===== src/inc/atsd_regs_consts.vh =====
// Constants for the converter trim, swap and dither register bank
`ifndef ATSD_REGS_CONSTS_VH
`define ATSD_REGS_CONSTS_VH
// ----------------------------------------------------------------
// Register indices (byte address is four times the index)
// ----------------------------------------------------------------
`define ATSD_IDX_BANDGAP 8'h7C
`define ATSD_IDX_TERM_A 8'h7E
`define ATSD_IDX_TERM_B 8'h7F
`define ATSD_IDX_TERM_C 8'h80
`define ATSD_IDX_TERM_D 8'h81
`define ATSD_IDX_OVERLAP 8'h9A
`define ATSD_IDX_STEER 8'h9B
`define ATSD_IDX_DITHER 8'h9D
`define ATSD_IDX_STATUS 8'hA0
// ----------------------------------------------------------------
// Field layout and reset values
// ----------------------------------------------------------------
`define ATSD_BG_MSB 3
`define ATSD_DLY_MSB 4
`define ATSD_DLY_W 5
`define ATSD_DITH_EN_BIT 0
`define ATSD_DITH_AMP_BIT 1
`define ATSD_DITH_ERR_BIT 2
`define ATSD_DITH_MSB 2
`define ATSD_OVERLAP_RST 5'h08
`define ATSD_STEER_RST 5'h07
`define ATSD_OVERLAP_BASE 7'h04
`define ATSD_RESP_OKAY 2'h0
`define ATSD_RESP_SLVERR 2'h2
`endif


===== src/atsd_regs.v =====
// Trim, core-swap timing and dither register bank with swap sequencer
//
// Our own choice: the AXI4-Lite slave port.
`timescale 1ns/10ps
`default_nettype none
`include "atsd_regs_consts.vh"

module atsd_regs #(
  parameter ADDR_W = 12
) (
  input wire clk,
  input wire resetn,
  input wire [3:0] factoryBgTrim,
  input wire [31:0] factoryTermTrim,
  input wire swapRequest,
  input wire [ADDR_W-1:0] s_axi_awaddr,
  input wire s_axi_awvalid,
  output wire s_axi_awready,
  input wire [31:0] s_axi_wdata,
  input wire [3:0] s_axi_wstrb,
  input wire s_axi_wvalid,
  output wire s_axi_wready,
  output wire [1:0] s_axi_bresp,
  output wire s_axi_bvalid,
  input wire s_axi_bready,
  input wire [ADDR_W-1:0] s_axi_araddr,
  input wire s_axi_arvalid,
  output wire s_axi_arready,
  output wire [31:0] s_axi_rdata,
  output wire [1:0] s_axi_rresp,
  output wire s_axi_rvalid,
  input wire s_axi_rready,
  output wire [3:0] bandgapTrim,
  output wire [31:0] terminationTrim,
  output wire ditherEnable,
  output wire ditherAmplitudeSelect,
  output wire roundingErrorSelect,
  output wire swapActive,
  output wire overlapActive,
  output wire steeringSelect
);

  // ----------------------------------------------------------------
  // State encodings
  // ----------------------------------------------------------------
  localparam [2:0] ST_IDLE = 3'b001;
  localparam [2:0] ST_OVERLAP = 3'b010;
  localparam [2:0] ST_STEER = 3'b100;

  // ----------------------------------------------------------------
  // Register storage
  // ----------------------------------------------------------------
  reg [3:0] bgTrim_r;
  reg [7:0] termTrim_r [0:3];
  reg [4:0] overlapDelay_r;
  reg [4:0] steerDelay_r;
  reg [2:0] dither_r;
  reg factoryLoad_r;

  // Swap sequencer
  reg [2:0] state_r;
  reg [6:0] count_r;
  reg [4:0] latchedSteer_r;
  reg steerSel_r;

  // Bus state
  reg [ADDR_W-1:0] awAddr_r;
  reg awHeld_r;
  reg [31:0] wData_r;
  reg [3:0] wStrb_r;
  reg wHeld_r;
  reg bValid_r;
  reg [1:0] bResp_r;
  reg rValid_r;
  reg [31:0] rData_r;
  reg [1:0] rResp_r;

  // Word index decode; low two address bits are ignored
  function [7:0] regIndex;
    input [ADDR_W-1:0] addr;
    begin
      regIndex = addr[9:2];
    end
  endfunction

  function isMapped;
    input [7:0] idx;
    begin
      case (idx)
        `ATSD_IDX_BANDGAP, `ATSD_IDX_TERM_A, `ATSD_IDX_TERM_B,
        `ATSD_IDX_TERM_C, `ATSD_IDX_TERM_D, `ATSD_IDX_OVERLAP,
        `ATSD_IDX_STEER, `ATSD_IDX_DITHER, `ATSD_IDX_STATUS: begin
          isMapped = 1'b1;
        end
        default: begin
          isMapped = 1'b0;
        end
      endcase
    end
  endfunction

  // ----------------------------------------------------------------
  // AXI4-Lite write path
  // ----------------------------------------------------------------
  assign s_axi_awready = ~awHeld_r & ~bValid_r;
  assign s_axi_wready = ~wHeld_r & ~bValid_r;
  assign s_axi_bvalid = bValid_r;
  assign s_axi_bresp = bResp_r;

  wire doWrite = awHeld_r & wHeld_r & ~bValid_r;
  wire [7:0] wIdx = regIndex(awAddr_r);
  // Only byte lane 0 carries data; wider lanes read back as zero
  wire lane0 = wStrb_r[0];

  always @(posedge clk or negedge resetn) begin
    if (!resetn) begin
      awAddr_r <= {ADDR_W{1'b0}};
      awHeld_r <= 1'b0;
      wData_r <= 32'h00000000;
      wStrb_r <= 4'h0;
      wHeld_r <= 1'b0;
      bValid_r <= 1'b0;
      bResp_r <= `ATSD_RESP_OKAY;
    end else begin
      if (s_axi_awvalid && s_axi_awready) begin
        awAddr_r <= s_axi_awaddr;
        awHeld_r <= 1'b1;
      end
      if (s_axi_wvalid && s_axi_wready) begin
        wData_r <= s_axi_wdata;
        wStrb_r <= s_axi_wstrb;
        wHeld_r <= 1'b1;
      end
      if (doWrite) begin
        awHeld_r <= 1'b0;
        wHeld_r <= 1'b0;
        bValid_r <= 1'b1;
        bResp_r <= (isMapped(wIdx) && wIdx != `ATSD_IDX_STATUS) ?
          `ATSD_RESP_OKAY : `ATSD_RESP_SLVERR;
      end else if (bValid_r && s_axi_bready) begin
        bValid_r <= 1'b0;
      end
    end
  end

  // ----------------------------------------------------------------
  // Register file
  // ----------------------------------------------------------------
  // Factory values are caught one cycle after reset release, since an
  // asynchronous reset may only load constants.
  integer i;
  always @(posedge clk or negedge resetn) begin
    if (!resetn) begin
      factoryLoad_r <= 1'b1;
      bgTrim_r <= 4'h0;
      for (i = 0; i < 4; i = i + 1) begin
        termTrim_r[i] <= 8'h00;
      end
      overlapDelay_r <= `ATSD_OVERLAP_RST;
      steerDelay_r <= `ATSD_STEER_RST;
      dither_r <= 3'h0;
    end else if (factoryLoad_r) begin
      factoryLoad_r <= 1'b0;
      bgTrim_r <= factoryBgTrim;
      for (i = 0; i < 4; i = i + 1) begin
        termTrim_r[i] <= factoryTermTrim[i*8 +: 8];
      end
    end else if (doWrite && lane0) begin
      // Reserved bits are dropped; host keeps them at zero
      case (wIdx)
        `ATSD_IDX_BANDGAP: begin
          bgTrim_r <= wData_r[`ATSD_BG_MSB:0];
        end
        `ATSD_IDX_TERM_A: begin
          termTrim_r[0] <= wData_r[7:0];
        end
        `ATSD_IDX_TERM_B: begin
          termTrim_r[1] <= wData_r[7:0];
        end
        `ATSD_IDX_TERM_C: begin
          termTrim_r[2] <= wData_r[7:0];
        end
        `ATSD_IDX_TERM_D: begin
          termTrim_r[3] <= wData_r[7:0];
        end
        `ATSD_IDX_OVERLAP: begin
          overlapDelay_r <= wData_r[`ATSD_DLY_MSB:0];
        end
        `ATSD_IDX_STEER: begin
          steerDelay_r <= wData_r[`ATSD_DLY_MSB:0];
        end
        `ATSD_IDX_DITHER: begin
          dither_r <= wData_r[`ATSD_DITH_MSB:0];
        end
        default: begin
          bgTrim_r <= bgTrim_r;
        end
      endcase
    end
  end

  // ----------------------------------------------------------------
  // Background swap sequencer
  // ----------------------------------------------------------------
  // overlap length from delay
  wire [6:0] overlapLen = `ATSD_OVERLAP_BASE + {1'b0, overlapDelay_r, 1'b0};

  // Steering flips in overlap only when delay is inside the window
  reg [6:0] overlapLenL_r;
  // Compared at full width so a long overlap never flips twice
  wire steerLate = ({2'b00, latchedSteer_r} >= overlapLenL_r);
  always @(posedge clk or negedge resetn) begin
    if (!resetn) begin
      overlapLenL_r <= 7'h00;
    end else if (state_r == ST_IDLE && swapRequest) begin
      overlapLenL_r <= overlapLen;
    end
  end

  always @(posedge clk or negedge resetn) begin
    if (!resetn) begin
      state_r <= ST_IDLE;
      count_r <= 7'h00;
      latchedSteer_r <= `ATSD_STEER_RST;
      steerSel_r <= 1'b0;
    end else begin
      case (state_r)
        ST_IDLE: begin
          if (swapRequest) begin
            count_r <= overlapLen - 7'h01;
            latchedSteer_r <= steerDelay_r;
            state_r <= ST_OVERLAP;
          end
        end
        ST_OVERLAP: begin
          if (count_r[4:0] == latchedSteer_r && count_r[6:5] == 2'h0) begin
            steerSel_r <= ~steerSel_r;
          end
          if (count_r == 7'h00) begin
            state_r <= ST_STEER;
          end else begin
            count_r <= count_r - 7'h01;
          end
        end
        ST_STEER: begin
          // Delay beyond the overlap still flips the select once
          if (count_r[4:0] == 5'h00 && steerLate) begin
            steerSel_r <= ~steerSel_r;
          end
          state_r <= ST_IDLE;
        end
        default: begin
          state_r <= ST_IDLE;
        end
      endcase
    end
  end

  assign swapActive = (state_r != ST_IDLE);
  assign overlapActive = (state_r == ST_OVERLAP);
  assign steeringSelect = steerSel_r;

  // ----------------------------------------------------------------
  // AXI4-Lite read path
  // ----------------------------------------------------------------
  assign s_axi_arready = ~rValid_r;
  assign s_axi_rvalid = rValid_r;
  assign s_axi_rdata = rData_r;
  assign s_axi_rresp = rResp_r;

  wire [7:0] rIdx = regIndex(s_axi_araddr);
  reg [31:0] readMux;
  always @* begin
    readMux = 32'h00000000;
    case (rIdx)
      `ATSD_IDX_BANDGAP: readMux = {28'h0000000, bgTrim_r};
      `ATSD_IDX_TERM_A: readMux = {24'h000000, termTrim_r[0]};
      `ATSD_IDX_TERM_B: readMux = {24'h000000, termTrim_r[1]};
      `ATSD_IDX_TERM_C: readMux = {24'h000000, termTrim_r[2]};
      `ATSD_IDX_TERM_D: readMux = {24'h000000, termTrim_r[3]};
      `ATSD_IDX_OVERLAP: readMux = {27'h0000000, overlapDelay_r};
      `ATSD_IDX_STEER: readMux = {27'h0000000, steerDelay_r};
      `ATSD_IDX_DITHER: readMux = {29'h00000000, dither_r};
      `ATSD_IDX_STATUS: readMux = {29'h00000000, steerSel_r,
        overlapActive, swapActive};
      default: readMux = 32'h00000000;
    endcase
  end

  always @(posedge clk or negedge resetn) begin
    if (!resetn) begin
      rValid_r <= 1'b0;
      rData_r <= 32'h00000000;
      rResp_r <= `ATSD_RESP_OKAY;
    end else if (s_axi_arvalid && s_axi_arready) begin
      rValid_r <= 1'b1;
      rData_r <= readMux;
      rResp_r <= isMapped(rIdx) ? `ATSD_RESP_OKAY : `ATSD_RESP_SLVERR;
    end else if (rValid_r && s_axi_rready) begin
      rValid_r <= 1'b0;
    end
  end

  // ----------------------------------------------------------------
  // Outputs to the analog and dither logic
  // ----------------------------------------------------------------
  assign bandgapTrim = bgTrim_r;
  genvar g;
  generate
    for (g = 0; g < 4; g = g + 1) begin : gTerm
      assign terminationTrim[g*8 +: 8] = termTrim_r[g];
    end
  endgenerate
  assign ditherEnable = dither_r[`ATSD_DITH_EN_BIT];
  assign ditherAmplitudeSelect = dither_r[`ATSD_DITH_AMP_BIT];
  assign roundingErrorSelect = dither_r[`ATSD_DITH_ERR_BIT];

endmodule
`default_nettype wire


===== config.mk =====
export PLATFORM = sky130hd
export DESIGN_NAME = atsd_regs
export DESIGN_NICKNAME = d
export VERILOG_FILES = /design/src/atsd_regs.v
export VERILOG_INCLUDE_DIRS = /design/src /design/src/inc
export SDC_FILE = /design/constraint.sdc
export NUM_CORES = 1
export LEC_CHECK = 0
export BUFFER_PORTS_ARGS = -buffer_cell sky130_fd_sc_hd__buf_2
export CORE_MARGIN = 2
export CORE_UTILIZATION = 51
export CTS_CLUSTER_DIAMETER = 150
export DETAILED_ROUTE_END_ITERATION = 8
export GPL_TIMING_DRIVEN = 0
export PLACE_DENSITY_LB_ADDON = 0.12
export RECOVER_POWER = 50
export SLEW_MARGIN = 20
export SYNTH_ARGS = -nofsm -noshare
export SYNTH_HDL_FRONTEND = slang
export SYNTH_SLANG_ARGS = --single-unit
export TNS_END_PERCENT = 20

===== constraint.sdc =====
create_clock -name clk -period 3.1 [get_ports clk]
set_clock_uncertainty 0.15 [all_clocks]
set_input_delay 0.31 -clock clk [delete_from_list [all_inputs] [get_ports clk]]
set_output_delay 0.31 -clock clk [all_outputs]
set_load 0.05 [all_outputs]

Yosys cells after proc, flatten, opt, wreduce, memory -nomap -nowiden:

Cells that the tools add are included.

* bits in registers: 132
* output and inout bits: 83
* logic and storage cells: 139

* $add $sub $neg: 3
* magnitude comparators: 1
* equal/unequal tests: 29
* muxes and demuxes: 33
* bitwise operators: 10
* reduce and logical (&&, ||, !) cells: 39

Operators by type and width (number)
* 8-bit == test, second input constant: 12
* 8-bit case mux with 9 select lines: 1
* 32-bit two-way mux: 2
* 8-bit by 7-bit == test with 1-bit output, second input constant: 6
* 8-bit two-way mux: 4
* 2-bit nonzero test: 12
* 9-bit OR reduction: 2
* 3-bit AND reduction: 5
* 1-bit two-way mux: 14
* 7-bit two-way mux: 2
* 7-bit case mux with 2 select lines: 1
* 2-bit AND reduction: 7
* 7-bit by 1-bit subtractor with 7-bit output, second input constant: 2
* 4-bit two-way mux: 3
* 1-bit logical AND: 10
* 8-bit != test, second input constant: 1
* 3-bit by 6-bit adder with 7-bit output, first input constant: 1
* 5-bit by 7-bit greater-or-equal comparator with 1-bit output: 1
* 7-bit zero test: 1
* 3-bit two-way mux: 2
* 2-bit != test, second input constant: 3
* 1-bit NOT: 6
* 3-bit case mux with 2 select lines: 1
* 5-bit == test: 1
* 10 further kinds: 15

Longest topological paths before layout:

* word-level depth: 6
* depth in mapped cells: 7
* mapped depth without buffers: 7

Least setup slack after synthesis:

OpenSTA, ideal clock, no wires.

* kind: register -> register
* start: register bValid_r (netlist: s_axi_bvalid)
* end: register awAddr_r[2]
* arrival time: 2.202 ns
* setup slack: 0.623 ns
* stages on the path, launching flop included: 5
* path buffers: 1
* path through: dfrtp_1 -> nor2_1 -> and2_1 -> clkbuf_1 -> mux2_2

* word-level cells in the longest chain between the ends: 3

Ends and longest elaborated chain
* start: declaration: line atsd_regs.v:72 `reg bValid_r;`
* start signal: assignment: line atsd_regs.v:122 `bValid_r <= 1'b0;`
* start signal: assignment: line atsd_regs.v:137 `bValid_r <= 1'b1;`
* start signal: assignment: line atsd_regs.v:141 `bValid_r <= 1'b0;`
* 1-bit NOT: line atsd_regs.v:105 `assign s_axi_awready = ~awHeld_r & ~bValid_r;`
* 1-bit bitwise AND: line atsd_regs.v:105
* net s_axi_awready: line atsd_regs.v:18 `output wire s_axi_awready,`
* 1-bit logical AND: line atsd_regs.v:125 `if (s_axi_awvalid && s_axi_awready) begin`
* end signal: assignment: line atsd_regs.v:117 `awAddr_r <= {ADDR_W{1'b0}};`
* end signal: assignment: line atsd_regs.v:126 `awAddr_r <= s_axi_awaddr;`
* end: declaration: line atsd_regs.v:67 `reg [ADDR_W-1:0] awAddr_r;`

The timed path passes the listed nets, and every way through them passes these cells.
A chain may end at the register's enable or synchronous reset.

Final worst setup path:

* start: register count_r[0]
* end: register count_r[2]

* word-level cells in the longest chain between the ends: 3
* elaborated cells on any way between the ends: 6
* classes of those cells: add/sub: 1; eq/ne: 1; mux: 2; reduce/logical: 2

Ends and longest elaborated chain
* start: declaration: line atsd_regs.v:62 `reg [6:0] count_r;`
* start signal: assignment: line atsd_regs.v:230 `count_r <= overlapLen - 7'h01;`
* start signal: assignment: line atsd_regs.v:242 `count_r <= count_r - 7'h01;`
* 7-bit by 1-bit subtractor with 7-bit output / 7-bit zero test (equally long branches): line atsd_regs.v:242, atsd_regs.v:239
* 7-bit two-way mux / 2-bit != test (equally long branches)
* 7-bit case mux with 2 select lines / 3-bit AND reduction (equally long branches)

Parallel ways exist; a longest one is shown, timed or not. The select of a mux whose other input is x is not followed.

==> reports/qor.txt <==
FINISH
----------------------------------------------------------------------------------------
Footprint of the flip-flops and latches ...................................  0.00259 mm2
Area used by multi-input combinational logic ..............................  0.00269 mm2
Diode insertion count for antenna repair ..................................            0
Share of layout cells above drive strength 1 ..............................        27.5%
Net total in the final layout .............................................          867
Final core area utilization ...............................................        66.5%
Post-route cell area ......................................................  0.00714 mm2
Count of fill cells added during filler insertion .........................          923
Area delta synth->final ...................................................        28.7%

SETUP PATH
----------------------------------------------------------------------------------------
Worst EP arrival ..........................................................      2.71 ns
Sequence of cells on the critical path .................................... inv_1 -> ha_1 -> or4b_2 -> o31ai_1 -> nand2_2 -> a32o_1
Max Fanout on Critical Path ...............................................           10
Slowest-stage cell, CP ....................................................       or4b_2
Worst path required time ..................................................      3.23 ns
Startpoint-to-endpoint class of the critical path .........................   reg -> reg
Startpoint Class ..........................................................    flip-flop
Slack of the worst reg-to-reg path ........................................      0.52 ns
Element type at the critical path end .....................................    flip-flop
Buffers and inverters on the worst path ...................................            1
Delay of the slowest cell on the worst path ...............................      0.62 ns
Kind of cell with the highest combined delay on the critical path ......... simple AND/OR/NAND/NOR gates

TIMING
----------------------------------------------------------------------------------------
Final critical-path required period .......................................      2.58 ns
Period Utilization, post-route ............................................        83.2%
Hold Vio Cnt, Final .......................................................            0
RSZ-0062 raised after global routing ......................................           no
Total count of max-transition violations in the final report ..............           32
Worst slew margin .........................................................       -23.9%
Slew of the pin with the lowest slew margin ...............................      1.86 ns
Sum of negative setup slack ...............................................         0 ns
Setup-violating endpoint count in the final report ........................            0
Upper clock frequency limit ...............................................      388 MHz
Hold WS ...................................................................    0.0128 ns

CTS
----------------------------------------------------------------------------------------
Insertion delay to the later sink of the worst-skew pair ..................      0.38 ns
Clock buffer depth ........................................................            2
Clock Sinks ...............................................................          103
CTS buffer count ..........................................................            9
Clock root cell ...........................................................     clkbuf_8
Setup Fix Bufs, Post-CTS ..................................................            0
H-tree depth reported by CTS ..............................................            3
CTS tree ..................................................................          yes
Reg clk slew, reported paths ..............................................      0.11 ns

PLACEMENT
----------------------------------------------------------------------------------------
Total half-perimeter wirelength after legalization and detailed placement .     11000 um
Total of buffers placed on input and output ports .........................          123
Gpl congestion ............................................................        0.899
Cell area after placement .................................................  0.00647 mm2

DETAILED ROUTING
----------------------------------------------------------------------------------------
Antenna-violating nets left ...............................................            0
Via/cell ratio ............................................................         5.42
Wire length after detailed routing ........................................     15300 um
Routed via count ..........................................................         4875
Initial detailed-routing violation count ..................................          267
WL/cell ...................................................................      17.0 um
Number of remaining DRC errors ............................................            0
TritonRoute pass-1 iters ..................................................            5

POWER
----------------------------------------------------------------------------------------
VDD IR max ................................................................   0.000397 V
Power density over the cells ..............................................   542 mW/mm2
Leakage power total .......................................................   0.00334 uW

SYNTHESIS
----------------------------------------------------------------------------------------
Largest cells by area after synthesis ..................................... dfrtp_1 (42%), mux2_2 (8.5%), mux2i_1 (7.6%), o21ai_0 (5.1%), nand2_1 (4.7%)
Area of the mapped netlist ................................................  0.00555 mm2
Post-synth top area cell ..................................................      dfrtp_1
Top flip-flop cell by instance count after synthesis ......................      dfrtp_1
Average size of a mapped cell .............................................     10.2 um2
Share of the synthesized area in the top cell type ........................        42.4%
Asr flop ratio synth ......................................................         100%
Distinct cell type count of the synthesized netlist .......................           61
Main combinational cell family by area after synthesis .................... multiplexers
Simple-gate area share of the yosys netlist ...............................        14.4%
Yosys synthesis warning count .............................................            0
Most used standard cells in the synthesized netlist ....................... dfrtp_1 (94), nand2_1 (70), o21ai_0 (57)
Post-synthesis sequential element count ...................................          103
Number of flops mapped to enable cells by yosys ...........................            0
Xor/xnor share of the synthesized area ....................................        1.74%
Multiplexer share of the synthesized area .................................        16.1%
Cell count after synthesis ................................................          543
Adder-Cell Fraction of Synth Area .........................................        2.03%
Most numerous cell in the Yosys netlist ...................................      dfrtp_1
Sequential area share after synthesis .....................................        46.7%
Synth Area in Compound Gates ..............................................        12.4%

GLOBAL ROUTE
----------------------------------------------------------------------------------------
Overall routing resource usage ............................................        26.3%
Pin count of the biggest net entering global routing ......................           73
Overflow left after global routing ........................................            0
First-pass GRT wire length ................................................     23600 um
Vias in the first global route ............................................         4470
Number of antenna violations at the first check in global routing .........            0

DIE
----------------------------------------------------------------------------------------
Die footprint .............................................................   0.0117 mm2
Core box area .............................................................   0.0107 mm2
Chip Width ................................................................       108 um
Effective utilization at floorplan ........................................        51.6%
Die Span Y ................................................................       108 um
Number of rows in the core area ...........................................           38
I/O pin total .............................................................          187

OUTCOME
----------------------------------------------------------------------------------------
Violated checks ........................................................... capacitance limit, slew limit
Status .................................................................... finished, violations left

JOB
----------------------------------------------------------------------------------------
Max Cap Viol ..............................................................            1

WORST HOLD PATH
----------------------------------------------------------------------------------------
Type of the most critical hold path .......................................    in -> reg

-- registers in the layout, indices dropped and copies added (netlist names), 3 cells and up --
| register | cells |
|---|---|
| awAddr_r | 8 |
| bandgapTrim | 4 |
| count_r | 7 |
| dither_r | 3 |
| latchedSteer_r | 5 |
| overlapDelay_r | 5 |
| overlapLenL_r | 6 |
| s_axi_rdata | 8 |
| state_r | 3 |
| steerDelay_r | 5 |
| terminationTrim | 32 |
| wData_r | 8 |
-- cell type report --
| type | instances | area share (%) |
|---|---|---|
| plain buffers | 54 | 4.40 |
| clock buffers | 9 | 1.73 |
| clock inverters | 7 | 1.19 |
| inverters | 15 | 0.788 |
| multi-input cells | 397 | 37.6 |
| flip-flops and latches | 103 | 36.2 |
| well taps | 140 | 2.45 |
| repair buffers | 174 | 15.6 |
-- per-stage QoR --
step / power (uW) / cells / setup slack (ns)
3_3_place_gp: 2920 / 832 / 0.485
3_5_place_dp: 2960 / 833 / 0.548
4_1_cts: 3890 / 895 / 0.536
6_report: 3870 / 899 / 0.521
5_1_grt: 4070 / 899 / 0.429
2_1_floorplan: 2590 / 569 / 0.623
-- worst register-to-register path, stage by stage (launching register included) --
cell and delay [ns]:
dfrtp_1 0.43, inv_1 0.12, ha_1 0.15, or4b_2 0.62
o31ai_1 0.47, nand2_2 0.24, a32o_1 0.29
-- worst paths after layout --
check	startpoint	end	cells past startpoint
worst min-delay path	s_axi_awaddr[3]	awAddr_r[3]	2
worst min register to register	s_axi_rdata[7]	s_axi_rdata[7]	2
worst max register to register	count_r[0]	count_r[2]	6
max in group asynchronous	resetn	steerDelay_r[1]	3
worst max-delay path	count_r[0]	count_r[2]	6
min in group asynchronous	resetn	count_r[3]	2
-- kinds of logic after synthesis --
kind of cell	count (synthesis)
AO/OA/AOI/OAI	109
XOR/XNOR	11
adder cells (fa/ha/maj)	9
buffers and inverters	69
flip-flops	103
multiplexers	84
other	1
AND/OR/NAND/NOR	157
-- layout by cell type, fill, tap and decap left out, types with 3 or more instances in the layout --
cell / count
buf_4: 26
buf_1: 3
clkbuf_1: 44
mux2_2: 42
dlygate4sd3_1: 50
ha_1: 9
o21ai_0: 57
o31ai_1: 3
conb_1: 27
a32o_1: 3
dfrtp_1: 94
and2_1: 4
a22o_1: 3
nor4_1: 4
nor3b_1: 7
a21oi_1: 11
xnor2_1: 7
nor2_1: 19
clkbuf_8: 9
dfstp_2: 9
nor3_1: 5
inv_1: 15
nand4b_1: 3
nor2b_1: 6
buf_2: 103
nand2_1: 70
mux2i_1: 42
and3_1: 7
xor2_1: 4
a31oi_1: 5
nand3_1: 12
a22oi_1: 8
-- what timing repair did --
| action | 4_1_cts | 5_1_grt |
|---|---|---|
| resized for setup | 0 | 0 |
| hold endpoints to repair | 76 | 4 |
| setup endpoints to repair | 0 | 0 |
| hold buffers | 46 | 4 |
-- per-layer routing --
metal  up-vias  global-route usage, %  share of wire (%)
met4         0                   4.21                1.2
li1       2300                      -                  -
met1      2338                   36.0                 43
met5         -                      0                  0
met2       215                   43.4                 48
met3        22                   6.39                7.7
-- where the power goes --
| group | internal, uW | switching [uW] | total, uW |
|---|---|---|---|
| combinational | 418 | 783 | 1200 |
| clock | 390 | 509 | 899 |
| sequential | 1550 | 222 | 1770 |
| total | 2360 | 1510 | 3870 |
Power figures use the tool's default switching activity.
